$ cat src/rsmr_defines.vh
// Purpose: Constants for the reset source and memory remap block.
// Assumes: Register port with word addresses equal to the printed byte offsets.
// Notes:   Included by every design file of the block.
// Notes on behaviour
// - Vector region follows memory mapped at zero.
// - Remap bit set selects SRAM, clear flash.
// - Every reset clears the remap bit.
// - Reset runs configuration routine, then vector zero.
// - Status bits record power-on, watchdog, external resets.
// - Writing status bit 2 starts software reset.
// - Status bits seven to four read zero.
// - Writing one to clear register clears status.
// - Clear write keeping software bit restarts reset.
// - Every reset kind resets pins, peripherals, registers; here the status register and wdt_reset_o are reset by power-on only.
// - RAM valid except after serial-link download reset.
// - Power-on RAM validity follows low-voltage flag.
`ifndef RSMR_DEFINES_VH
`define RSMR_DEFINES_VH
`define RSMR_ADDR_W        32
`define RSMR_ADDR_MAP      32'hFFFF0220
`define RSMR_ADDR_STA      32'hFFFF0230
`define RSMR_ADDR_CLR      32'hFFFF0234
`define RSMR_BIT_REMAP     0
`define RSMR_BIT_POR       0
`define RSMR_BIT_WDT       1
`define RSMR_BIT_SW        2
`define RSMR_BIT_EXT       3
`define RSMR_BIT_LVF_EN    4
`define RSMR_BIT_LVF_OK    2
`define RSMR_STA_MASK      8'h0F
`define RSMR_ZERO8         8'h00
`define RSMR_VEC_TOP       32'h00000020
`define RSMR_LOW_LIMIT     32'h00010000
// Time for the hidden configuration routine, in ns, and its cycle count at 10 MHz.
`define RSMR_CFG_TIME_NS   1600
`define RSMR_CLK_NS        100
`define RSMR_CFG_CYCLES    ((`RSMR_CFG_TIME_NS + `RSMR_CLK_NS - 1) / `RSMR_CLK_NS)
`define RSMR_CNT_W         5
`define RSMR_RST_HOLD      5'h02
// Absolute flash address; software runs its remap code from here.
`define RSMR_FLASH_ABS     32'h00080000
`endif

$ cat src/rsmr_top.v
// Purpose: Reset source recording, software reset and low memory remap.
// Assumes: Power-on reset drives reset_i; other sources are one-cycle pulses.
// Notes:   Status register survives every reset except power-on.
//
// Decided for this implementation: the address-and-strobe port.
`timescale 1ns/10ps
`include "rsmr_defines.vh"
module rsmr_top (
   input  wire                    core_clk_i,
   input  wire                    reset_i,
   input  wire [`RSMR_ADDR_W-1:0] reg_addr_i,
   input  wire [7:0]              reg_wdata_i,
   input  wire                    reg_wr_i,
   input  wire                    reg_rd_i,
   output reg  [7:0]              reg_rdata_o,
   input  wire                    wdt_timeout_i,
   input  wire                    ext_reset_i,
   input  wire                    serial_download_i,
   input  wire [7:0]              high_voltage_config_i,
   input  wire [7:0]              high_voltage_status_i,
   input  wire [`RSMR_ADDR_W-1:0] cpu_addr_i,
   output wire                    sel_sram_o,
   output wire                    sel_flash_o,
   output wire                    vector_hit_o,
   output wire                    sys_reset_o,
   output wire                    wdt_reset_o,
   output wire                    core_run_o,
   output reg                     ram_valid_o
);
   // ----------------------------------------------------------------
   // Reset sources
   // ----------------------------------------------------------------
   reg  [7:0] map_r;
   reg  [3:0] sta_r;
   reg        dl_seen_r;
   reg        por_cfg_r;
   wire       wr_map;
   wire       wr_sta;
   wire       wr_clr;
   wire       sw_req;
   wire       sys_busy;
   wire       any_src;
   wire       cfg_done;
   assign wr_map = reg_wr_i && (reg_addr_i == `RSMR_ADDR_MAP);
   assign wr_sta = reg_wr_i && (reg_addr_i == `RSMR_ADDR_STA);
   assign wr_clr = reg_wr_i && (reg_addr_i == `RSMR_ADDR_CLR);
   assign sw_req = (wr_sta && reg_wdata_i[`RSMR_BIT_SW]) ||
                   (wr_clr && sta_r[`RSMR_BIT_SW] && !reg_wdata_i[`RSMR_BIT_SW]);
   assign any_src = sw_req || wdt_timeout_i || ext_reset_i;
   rsmr_pulse_stretch u_stretch (
      .core_clk_i (core_clk_i),
      .reset_i    (reset_i),
      .req_i      (any_src),
      .busy_o     (sys_busy)
   );
   // Every source, power-on included, yields the same system reset.
   assign sys_reset_o = reset_i || sys_busy;
   // The watchdog keeps counting through warm resets so a hung loop still trips.
   assign wdt_reset_o = reset_i;
   rsmr_cfg_timer u_cfg (
      .core_clk_i (core_clk_i),
      .reset_i    (reset_i),
      .hold_i     (sys_busy),
      .done_o     (cfg_done)
   );
   // Core leaves the configuration routine and fetches from address zero.
   assign core_run_o = cfg_done;
   // ----------------------------------------------------------------
   // Registers
   // ----------------------------------------------------------------
   always @(posedge core_clk_i or posedge reset_i) begin
      if (reset_i) begin
         map_r <= `RSMR_ZERO8;
      end else if (any_src || sys_busy) begin
         map_r <= `RSMR_ZERO8;
      end else if (wr_map) begin
         map_r <= reg_wdata_i;
      end
   end
   // Set wins over clear so a source arriving with a clear write is kept.
   genvar g;
   generate
      for (g = 0; g < 4; g = g + 1) begin : g_sta
         wire set_b;
         if (g == `RSMR_BIT_POR) begin : g_por
            assign set_b = 1'b0;
         end else if (g == `RSMR_BIT_WDT) begin : g_wdt
            assign set_b = wdt_timeout_i;
         end else if (g == `RSMR_BIT_SW) begin : g_sw
            assign set_b = sw_req;
         end else begin : g_ext
            assign set_b = ext_reset_i;
         end
         always @(posedge core_clk_i or posedge reset_i) begin
            if (reset_i) begin
               sta_r[g] <= (g == `RSMR_BIT_POR);
            end else if (set_b) begin
               sta_r[g] <= 1'b1;
            end else if (wr_clr && reg_wdata_i[g]) begin
               sta_r[g] <= 1'b0;
            end
         end
      end
   endgenerate
   always @(posedge core_clk_i or posedge reset_i) begin
      if (reset_i) begin
         reg_rdata_o <= `RSMR_ZERO8;
      end else if (reg_rd_i && reg_addr_i == `RSMR_ADDR_MAP) begin
         reg_rdata_o <= map_r;
      end else if (reg_rd_i && reg_addr_i == `RSMR_ADDR_STA) begin
         reg_rdata_o <= {4'h0, sta_r};
      end else begin
         reg_rdata_o <= `RSMR_ZERO8;
      end
   end
   // ----------------------------------------------------------------
   // Remap decode
   // ----------------------------------------------------------------
   wire low_hit;
   assign low_hit      = (cpu_addr_i < `RSMR_LOW_LIMIT);
   assign sel_sram_o   = low_hit && map_r[`RSMR_BIT_REMAP];
   assign sel_flash_o  = low_hit && !map_r[`RSMR_BIT_REMAP];
   // Vectors are served by whichever memory the low decode selects.
   assign vector_hit_o = (cpu_addr_i <= `RSMR_VEC_TOP);
   // ----------------------------------------------------------------
   // RAM validity
   // ----------------------------------------------------------------
   // Status bit 0 outlives warm resets, so the power-on phase keeps its own marker.
   // A download is remembered until the next reset has used it.
   always @(posedge core_clk_i or posedge reset_i) begin
      if (reset_i) begin
         dl_seen_r   <= 1'b0;
         por_cfg_r   <= 1'b1;
         ram_valid_o <= 1'b0;
      end else begin
         if (serial_download_i) begin
            dl_seen_r <= 1'b1;
         end else if (!sys_busy && !cfg_done) begin
            dl_seen_r <= 1'b0;
         end
         if (sys_busy || cfg_done) begin
            por_cfg_r <= 1'b0;
         end
         if (sys_busy) begin
            ram_valid_o <= !dl_seen_r;
         end else if (!cfg_done && por_cfg_r) begin
            ram_valid_o <= high_voltage_config_i[`RSMR_BIT_LVF_EN] &&
                           high_voltage_status_i[`RSMR_BIT_LVF_OK];
         end
      end
   end
endmodule

$ cat src/rsmr_pulse_stretch.v
// Purpose: Stretches a one-cycle request into a fixed-length reset pulse.
// Assumes: Request is synchronous to the clock.
// Notes:   Used for the internal system reset of each source.
`timescale 1ns/10ps
`include "rsmr_defines.vh"
module rsmr_pulse_stretch (
   input  wire       core_clk_i,
   input  wire       reset_i,
   input  wire       req_i,
   output wire       busy_o
);
   reg [`RSMR_CNT_W-1:0] cnt_r;
   wire [`RSMR_CNT_W-1:0] cnt_nxt;
   assign cnt_nxt = req_i ? `RSMR_RST_HOLD :
                    (cnt_r != {`RSMR_CNT_W{1'b0}}) ? cnt_r - 1'b1 : cnt_r;
   always @(posedge core_clk_i or posedge reset_i) begin
      if (reset_i) begin
         cnt_r <= {`RSMR_CNT_W{1'b0}};
      end else begin
         cnt_r <= cnt_nxt;
      end
   end
   assign busy_o = (cnt_r != {`RSMR_CNT_W{1'b0}});
endmodule

$ cat src/rsmr_cfg_timer.v
// Purpose: Holds the core in the hidden configuration routine after a reset.
// Assumes: Start is a level that stays high while any reset is active.
// Notes:   Done rises a fixed number of cycles after start falls.
`timescale 1ns/10ps
`include "rsmr_defines.vh"
module rsmr_cfg_timer (
   input  wire       core_clk_i,
   input  wire       reset_i,
   input  wire       hold_i,
   output reg        done_o
);
   localparam integer CFG_LAST = `RSMR_CFG_CYCLES - 1;
   reg [`RSMR_CNT_W-1:0] cnt_r;
   always @(posedge core_clk_i or posedge reset_i) begin
      if (reset_i) begin
         cnt_r  <= {`RSMR_CNT_W{1'b0}};
         done_o <= 1'b0;
      end else if (hold_i) begin
         cnt_r  <= {`RSMR_CNT_W{1'b0}};
         done_o <= 1'b0;
      end else if (cnt_r == CFG_LAST[`RSMR_CNT_W-1:0]) begin
         done_o <= 1'b1;
      end else begin
         cnt_r  <= cnt_r + 1'b1;
      end
   end
endmodule

$ cat config.mk
export PLATFORM = sky130hd
export DESIGN_NAME = rsmr_top
export DESIGN_NICKNAME = d
export VERILOG_FILES = /design/src/rsmr_top.v /design/src/rsmr_pulse_stretch.v /design/src/rsmr_cfg_timer.v
export VERILOG_INCLUDE_DIRS = /design/src
export SDC_FILE = /design/constraint.sdc
export NUM_CORES = 1
export LEC_CHECK = 0
export BUFFER_PORTS_ARGS = -buffer_cell sky130_fd_sc_hd__buf_2
export CORE_MARGIN = 3
export CORE_UTILIZATION = 47
export DETAILED_ROUTE_END_ITERATION = 7
export PLACE_DENSITY_LB_ADDON = 0.15
export SLEW_MARGIN = 10
export SYNTH_ARGS = -nofsm -noshare
export SYNTH_HDL_FRONTEND = slang
export SYNTH_HIERARCHICAL = 1
export SYNTH_SLANG_ARGS = --single-unit
$ cat constraint.sdc
create_clock -name core_clk_i -period 6.7 [get_ports core_clk_i]
set_input_delay 0.335 -clock core_clk_i [delete_from_list [all_inputs] [get_ports core_clk_i]]
set_output_delay 0.335 -clock core_clk_i [all_outputs]
set_load 0.02 [all_outputs]
# Word level (Yosys, flattened, before mapping)
# Index checks and enable logic that the tools add are counted.
dict set report word_totals {
  in_bits 95
  out_inout_bits 15
  register_bits 34
}
dict set report classes {
  reduce_logical 37
  mux 20
  add_sub_neg 2
  eq_ne 5
  magnitude_cmp 2
}
# cell n
set op_table {}
lappend op_table {{32-bit equality test, second input constant} 3}
lappend op_table {{32-bit by 6-bit less-or-equal comparator with 1-bit output, second input constant} 1}
lappend op_table {{32-bit by 17-bit < comparator with 1-bit output, second input constant} 1}
lappend op_table {{8-bit two-way mux} 3}
lappend op_table {{5-bit two-way mux} 4}
lappend op_table {{1-bit logical AND} 17}
lappend op_table {{2-bit nonzero test} 8}
lappend op_table {{1-bit two-way mux} 12}
lappend op_table {{1-bit logical OR} 6}
lappend op_table {{5-bit by 1-bit adder with 5-bit output, second input constant} 1}
lappend op_table {{5-bit by 4-bit equality test with 1-bit output, second input constant} 1}
lappend op_table {{1-bit zero test} 5}
lappend op_table {{5-bit nonzero test} 1}
lappend op_table {{5-bit by 1-bit subtractor with 5-bit output, second input constant} 1}
lappend op_table {{4-bit two-way mux} 1}
lappend op_table {{2-bit != test, second input constant} 1}

# Logic depth before layout (Yosys ltp)
# Gate-level depths: netlist of the first run.
dict set report depth {
  depth_word 9
  mapped_depth 9
}

# By module
# The synthesis of the first run kept the hierarchy.
# module cells_per_inst instances area_per_inst_um2
set modules_own_cells {}
lappend modules_own_cells {rsmr_top 130 1 1270.0}
lappend modules_own_cells {rsmr_cfg_timer 27 1 304.0}
lappend modules_own_cells {rsmr_pulse_stretch 26 1 269.0}

# Least setup slack after synthesis of the first run
# Ideal clock, no wire load.
dict set report synth_timing {
  kind {register -> register}
  from {reg u_stretch.cnt_r[0]}
  to {reg map_r[0]}
  arrival_ps 2282
  required_time_ps 6617
  period_less_slack_ps 2364
  slack_ps 4336
  setup_ps 83
  path_stages_with_launch 10
  path_cell_list {dfrtp_1 inv_1 ha_1 nor4b_4 inv_1 nor3_1 and3_1 clkbuf_1 nand4_1 o21ai_0}
}
dict set report synth_via {
  elab_chain_cells 3
  word_cells_on_any_way 4
}
# item line
set synth_rtl {}
lappend synth_rtl {{start: declaration} rsmr_pulse_stretch.v:12} ;# reg [`RSMR_CNT_W-1:0] cnt_r;
lappend synth_rtl {{start signal: assignment} rsmr_pulse_stretch.v:18} ;# cnt_r <= {`RSMR_CNT_W{1'b0}};
lappend synth_rtl {{start signal: assignment} rsmr_pulse_stretch.v:20} ;# cnt_r <= cnt_nxt;
lappend synth_rtl {{5-bit nonzero test *} rsmr_pulse_stretch.v:23} ;# assign busy_o = (cnt_r != {`RSMR_CNT_W{1'b0}});
lappend synth_rtl {{named net sys_busy} rsmr_top.v:41} ;# wire sys_busy;
lappend synth_rtl {{1-bit logical OR *} rsmr_top.v:74} ;# end else if (any_src || sys_busy) begin
lappend synth_rtl {{8-bit two-way mux or 2-bit nonzero test (tied branches)} -}
lappend synth_rtl {{end signal: assignment} rsmr_top.v:73} ;# map_r <= `RSMR_ZERO8;
lappend synth_rtl {{end signal: assignment} rsmr_top.v:75} ;# map_r <= `RSMR_ZERO8;
lappend synth_rtl {{end signal: assignment} rsmr_top.v:77} ;# map_r <= reg_wdata_i;
lappend synth_rtl {{end: declaration} rsmr_top.v:33} ;# reg [7:0] map_r;
# The timed path passes the listed nets; every way through them passes the cells marked *.
# A chain may end at the register's enable or synchronous reset.

# Worst setup path in the final report of the first run
dict set report layout_timing {
  from {reg u_stretch.cnt_r[0]}
  to {reg map_r[4]}
}
# Same word-level chain as after synthesis.

==> flow_metrics.tcl, run 1 <==
set metrics [dict create \
    outcome "finished, final reports clean" \
    synthFlopType "dfrtp_1" \
    tightest_slew_ns 1.086 \
    clockBufferDepth 2 \
    grt_pass1_vias 1526 \
    hp-class "primary input to flip-flop" \
    grt_max_degree 24 \
    synth_top_family_by_area "simple AND/OR/NAND/NOR gates" \
    route.detailed.drc 0 \
    first_pass_iters 4 \
    hpwl_um 3471 \
    wl_um 4344 \
    syn-cell-area_mm2 0.001843 \
    grtUsageTotal 0.1935 \
    setup_viol 0 \
    synth-edff-count 0 \
    synth_compound_gate_area_share 0.07807 \
    synth-simple-area-share 0.3265 \
    p_total_mw 0.4895 \
    antenna_found_initial 0 \
    synth_area_per_cell_um2 10.07 \
    synthDistinctLibCells 45 \
    fin_skew_ns 0.003754 \
    synth_top_area_frac 0.4345 \
    htree_levels 2 \
    synth.mux.area_fraction 0.03802 \
    ir_drop_mv 0.1310 \
    chipHeight_um 68.62 \
    power.leakage_nw 1.255 \
    hold_violations 0 \
    via_count 1666 \
    dieWidth_um 68.62 \
    clkLatencyLatePin_ns 0.28 \
    arrival_ns 3.12 \
    globalplace.congestion 0.9445 \
    ys_seq_area_frac 0.4630 \
    cap_violations 0 \
    path_clk_slew_ns 0.07 \
    ios 110 \
    wl_per_cell_um 13.24 \
    numCtsBuffers 5 \
    startpoint "u_stretch/cnt_r[0]" \
    nFillCells 328 \
    r2r_cells 8 \
    start_kind "flip-flop" \
    placed_area_mm2 0.002336 \
    final_max_slew_viol_count 0 \
    post_cts_resized 0 \
    r2r_start "u_stretch/cnt_r[0]" \
    slew_headroom 0.2699 \
    netlist_top_cells_area "dfrtp_1 43%, nand4_1 5.1%, nor2_1 4.5%" \
    vias_per_cell 5.079 \
    n_antenna_cell 0 \
    syn_nets 281 \
    synth_common_cells "32 x dfrtp_1, 22 x nor2_1, 15 x nand4_1" \
    yosysMostFrequentCell "dfrtp_1" \
    ys_seq_elements 34 \
    synth-async-reset-ratio 1.000 \
    critical_path_required_ns 6.90 \
    drt_iter0_drc 76 \
    tns_ns 0 \
    cts_tree "done" \
    synthAdderAreaFrac 0.02037 \
    num_rows 22 \
    syn_to_final_growth_pct 34.76 \
    criticalPathCategory "flip-flop to flip-flop" \
    grt_overflow 0 \
    powerDensity_mw_per_mm2 197.1 \
    port_buffers 95 \
    ff2ff_setup_slack_ns 3.78 \
    die_area_mm2 0.004709 \
    antenna_left 0 \
    whs_path_depth 2 \
    synth_largest_area_cell "dfrtp_1" \
    rsz0062_at_grt "false" \
    min_period_ns 2.925 \
    root_buffer "clkbuf_8" \
    clock_sinks 34 \
    hold_start "serial_download_i" \
    start_util 0.4960 \
    core_area_mm2 0.003716 \
    worstPathMaxFanout 11 \
    stdcell_area_mm2 0.002484 \
    drive_above_1_share 0.4321 \
    yosys_warnings 6 \
    grt_pass1_wl_um 6768 \
    finalCritPeriodShare 0.4365 \
    netlist_instances 183 \
    final_nets 377 \
    synthXorXnorAreaFrac 0.01901 \
    max_freq_ghz 0.3419 \
    setup.worst_path.end_class "flip-flop" \
]
==> power breakdown <==
part	total, mW	leakage [nW]	switching [mW]	internal (mW)
Sequential	0.211	0.441	0.00280	0.209
Clock	0.221	0.0683	0.0725	0.149
Combinational	0.0566	0.745	0.0279	0.0286
Total	0.489	1.26	0.103	0.386
==> worst max-delay path: stages, from the launching register on <==
cell	delay, ns
dfrtp_1	0.37
inv_1	0.09
ha_1	0.24
nor4b_4	0.35
inv_1	0.27
nor3_1	0.80
and3_1	0.45
nand4_1	0.13
o21ai_0	0.13
==> layout make-up <==
class / count / area [um2] / area share
Clock buffer: 5 / 68.82 / 0.02771
Sequential cell: 34 / 853.3 / 0.3436
Timing Repair Buffer: 97 / 493.0 / 0.1985
Tap cell: 48 / 60.06 / 0.02418
Multi-Input combinational cell: 129 / 894.6 / 0.3602
Inverter: 12 / 45.04 / 0.01814
Clock inverter: 3 / 68.82 / 0.02771
==> layer usage <==
metal / vias up / global-route usage / share of wire
li1: 852 / - / -
met5: - / 0 / 0
met2: 48 / 0.2968 / 0.49
met4: 0 / 0.04715 / 0.0044
met3: 2 / 0.06159 / 0.051
met1: 764 / 0.2649 / 0.45
==> through the flow <==
stage	setup WS (ns)	util	instances	hold WS (ns)
after floorplan	4.336	-	183	0.1135
after global placement	3.605	0.6286	319	0.2811
after detailed placement	3.643	0.6286	319	0.2770
after CTS	3.779	0.6684	328	0.2274
after global routing	3.416	0.6684	328	0.2322
final	3.775	0.6684	328	0.2377
==> cells in the final DEF, fill, tap and decap left out, drive strengths merged, types with 3 or more instances in the layout <==
master  count
buf        96
dfrtp      32
nor2       22
nand4      15
nand2      12
inv        12
o21ai      12
nor4        8
mux2i       7
a21oi       6
nor3b       6
clkbuf      5
nand4b      4
nand2b      3
ha          3
nor3        3
or4         3
==> state kept, by name, indices dropped and copies added, names as in the netlist <==
register         cells
u_cfg/done_o         1
map_r                8
reg_rdata_o          8
sta_r                4
por_cfg_r            1
dl_seen_r            1
ram_valid_o          1
u_stretch/cnt_r      5
u_cfg/cnt_r          5
==> cell families (layout without fill, tap and decap cells) <==
kind of cell,Yosys count,count (layout)
compound gates,24,24
xor+xnor,4,4
fa+ha+maj,3,3
buf+inv,20,117
flops,34,34
mux,7,7
simple gates,91,91
==> worst paths after layout <==
kind,endpoint
setup / recovery,map_r[4]
hold / removal,dl_seen_r
setup reg to reg,map_r[4]
hold reg to reg,sta_r[0]
max in group asynchronous,reg_rdata_o[0]
min in group asynchronous,u_stretch/cnt_r[2]
==> repair_timing <==
action	CTS	global route
hold endpoints to repair	11	0
setup buffers	0	0
hold buffers	1	0
Power figures use the tool's default switching activity.
==> inputs of run 2 (changes only) <==
--- a/config.mk
+++ b/config.mk
@@ -8,7 +8,7 @@
 export LEC_CHECK = 0
 export BUFFER_PORTS_ARGS = -buffer_cell sky130_fd_sc_hd__buf_2
 export CORE_MARGIN = 3
-export CORE_UTILIZATION = 47
+export CORE_UTILIZATION = 39
 export DETAILED_ROUTE_END_ITERATION = 7
 export PLACE_DENSITY_LB_ADDON = 0.15
 export SLEW_MARGIN = 10
==> constraint.sdc (replaced) <==
create_clock -name core_clk_i -period 2.6 [get_ports core_clk_i]
set_input_delay 0.13 -clock core_clk_i [delete_from_list [all_inputs] [get_ports core_clk_i]]
set_output_delay 0.13 -clock core_clk_i [all_outputs]
set_load 0.02 [all_outputs]
==> flow_metrics.tcl, run 2 (synthesis results as in run 1) <==
set metrics [dict create \
    outcome "finished, final reports clean" \
    worstPathMaxFanout 10 \
    grt_pass1_vias 1491 \
    hpwl_um 3638 \
    grt_max_degree 24 \
    final_max_slew_viol_count 0 \
    finalCritPeriodShare 0.8496 \
    dieWidth_um 74.75 \
    start_util 0.4147 \
    tns_ns 0 \
    ios 110 \
    r2r_start "u_stretch/cnt_r[0]" \
    hp-class "primary input to flip-flop" \
    route.detailed.drc 0 \
    reg.largest.list "map_r x8, reg_rdata_o x8" \
    postCtsSetupBuffers 0 \
    grt_pass1_wl_um 7038 \
    crit_path_frequent_cell "inv_1" \
    final_cell_mix "95 x buf_2, 32 x dfrtp_1, 22 x nor2_1" \
    chipHeight_um 74.75 \
    multi_input_area_um2 894.6 \
    start_kind "flip-flop" \
    antenna_found_initial 0 \
    grt_overflow 0 \
    seqCellArea_um2 853.3 \
    powerDensity_mw_per_mm2 474.1 \
    clock_sinks 34 \
    slew_headroom 0.4365 \
    n_antenna_cell 0 \
    cts_hold_repair.buffers 1 \
    num_rows 24 \
    final_nets 381 \
    power.leakage_nw 1.265 \
    globalplace.congestion 0.8251 \
    cp_num_cells 7 \
    min_period_ns 2.209 \
    cap_violations 0 \
    criticalPathCategory "flip-flop to primary output" \
    mostFrequentLayoutCell "buf_2" \
    clkLatencyLatePin_ns 0.28 \
    root_buffer "clkbuf_8" \
    port_buffers 95 \
    max_freq_ghz 0.4527 \
    die_area_mm2 0.005587 \
    wl_per_cell_um 13.55 \
    cp_slowest_stage_delay_ns 0.37 \
    vias_per_cell 4.926 \
    post_cts_resized 0 \
    htree_levels 2 \
    setup_viol 0 \
    crit_slowest_cell "dfrtp_1" \
    via_count 1655 \
    arrival_ns 2.08 \
    drt_iter0_drc 81 \
    holdWs_ns 0.03699 \
    stdcell_area_mm2 0.002497 \
    wl_um 4554 \
    first_pass_iters 4 \
    path_clk_slew_ns 0.07 \
    startpoint "u_stretch/cnt_r[0]" \
    syn_to_final_growth_pct 35.51 \
    ir_drop_mv 0.3873 \
    critPathBufInv 4 \
    ff2ff_setup_slack_ns 0.54 \
    fin_skew_ns 0.004622 \
    rsz0062_at_grt "false" \
    grtUsageTotal 0.1644 \
    numCtsBuffers 5 \
    setup.worst_path.end_class "primary output" \
    cpLargestDelayFamily "simple AND/OR/NAND/NOR gates" \
    drive_above_1_share 0.4366 \
    core_area_mm2 0.004444 \
    clockBufferDepth 2 \
    critical_path_required_ns 2.47 \
    cp_cell_sequence "inv_1, ha_1, nor4b_4, inv_1, buf_4, or2_2, buf_2" \
    hold_violations 0 \
    nFillCells 431 \
    endpoint "sys_reset_o" \
    reg2reg_to "map_r[3]" \
    cts_tree "done" \
    placed_area_mm2 0.002371 \
    r2r_cells 8 \
    antenna_left 0 \
    p_total_mw 1.184 \
    tightest_slew_ns 0.8442 \
]
==> run 2: changes by cell type in the layout (fill, tap and decap cells not counted) <==
cell and change:
buf_4 +4, bufinv_16 -1, clkbuf_1 +1, clkbuf_8 +1
clkinv_4 -1
==> run 2: worst reg2reg max path: cells and delay by family, from the launching register on <==
family          cells  cell delay, ns
simple gates        4            1.10
fa+ha+maj           1            0.24
buf+inv             2            0.20
flops               1            0.37
compound gates      1            0.09
==> run 2: through the flow <==
| step | worst slack, ns | utilization | cells |
|---|---|---|---|
| floorplan | 0.2358 | - | 183 |
| global placement | 0.5946 | 0.5335 | 327 |
| detailed placement | 0.5462 | 0.5335 | 327 |
| CTS | 0.3520 | 0.5619 | 336 |
| global route | 0.2468 | 0.5619 | 336 |
| finish | 0.3910 | 0.5619 | 336 |
==> run 2: layout make-up <==
cell class                      count  share of cell area
Clock buffer                        7             0.03457
Multi-Input combinational cell    129              0.3582
Tap cell                           52             0.02605
Timing Repair Buffer              101              0.2094
Clock inverter                      1             0.01202
Inverter                           12             0.01804
Sequential cell                    34              0.3417
==> run 2: where the power goes <==
group | switching (mW) | internal (mW) | leakage (nW)
logic | 0.0728 | 0.0771 | 0.765
clock network | 0.177 | 0.312 | 0.0585
registers | 0.00721 | 0.538 | 0.441
==> run 2: worst min-delay path by stage <==
stage                 startpoint            endpoint  slack [ns]  depth (start not counted)
2_1_floorplan            reset_i  u_stretch/cnt_r[0]       -0.09                          1
3_3_place_gp             reset_i  u_stretch/cnt_r[2]        0.07                          2
3_5_place_dp             reset_i  u_stretch/cnt_r[0]        0.08                          2
4_1_cts        serial_download_i           dl_seen_r        0.03                          2
5_1_grt        serial_download_i           dl_seen_r        0.03                          2
6_report       serial_download_i           dl_seen_r        0.04                          2
==> run 2: routing by layer <==
layer	part of all wire	routed length, um	global-route usage	up-vias
met5	0	0	0	-
met4	0.011	50	0.05336	0
met3	0.037	167	0.03738	4
met2	0.50	2299	0.2527	31
met1	0.45	2036	0.2306	766
li1	-	-	-	854
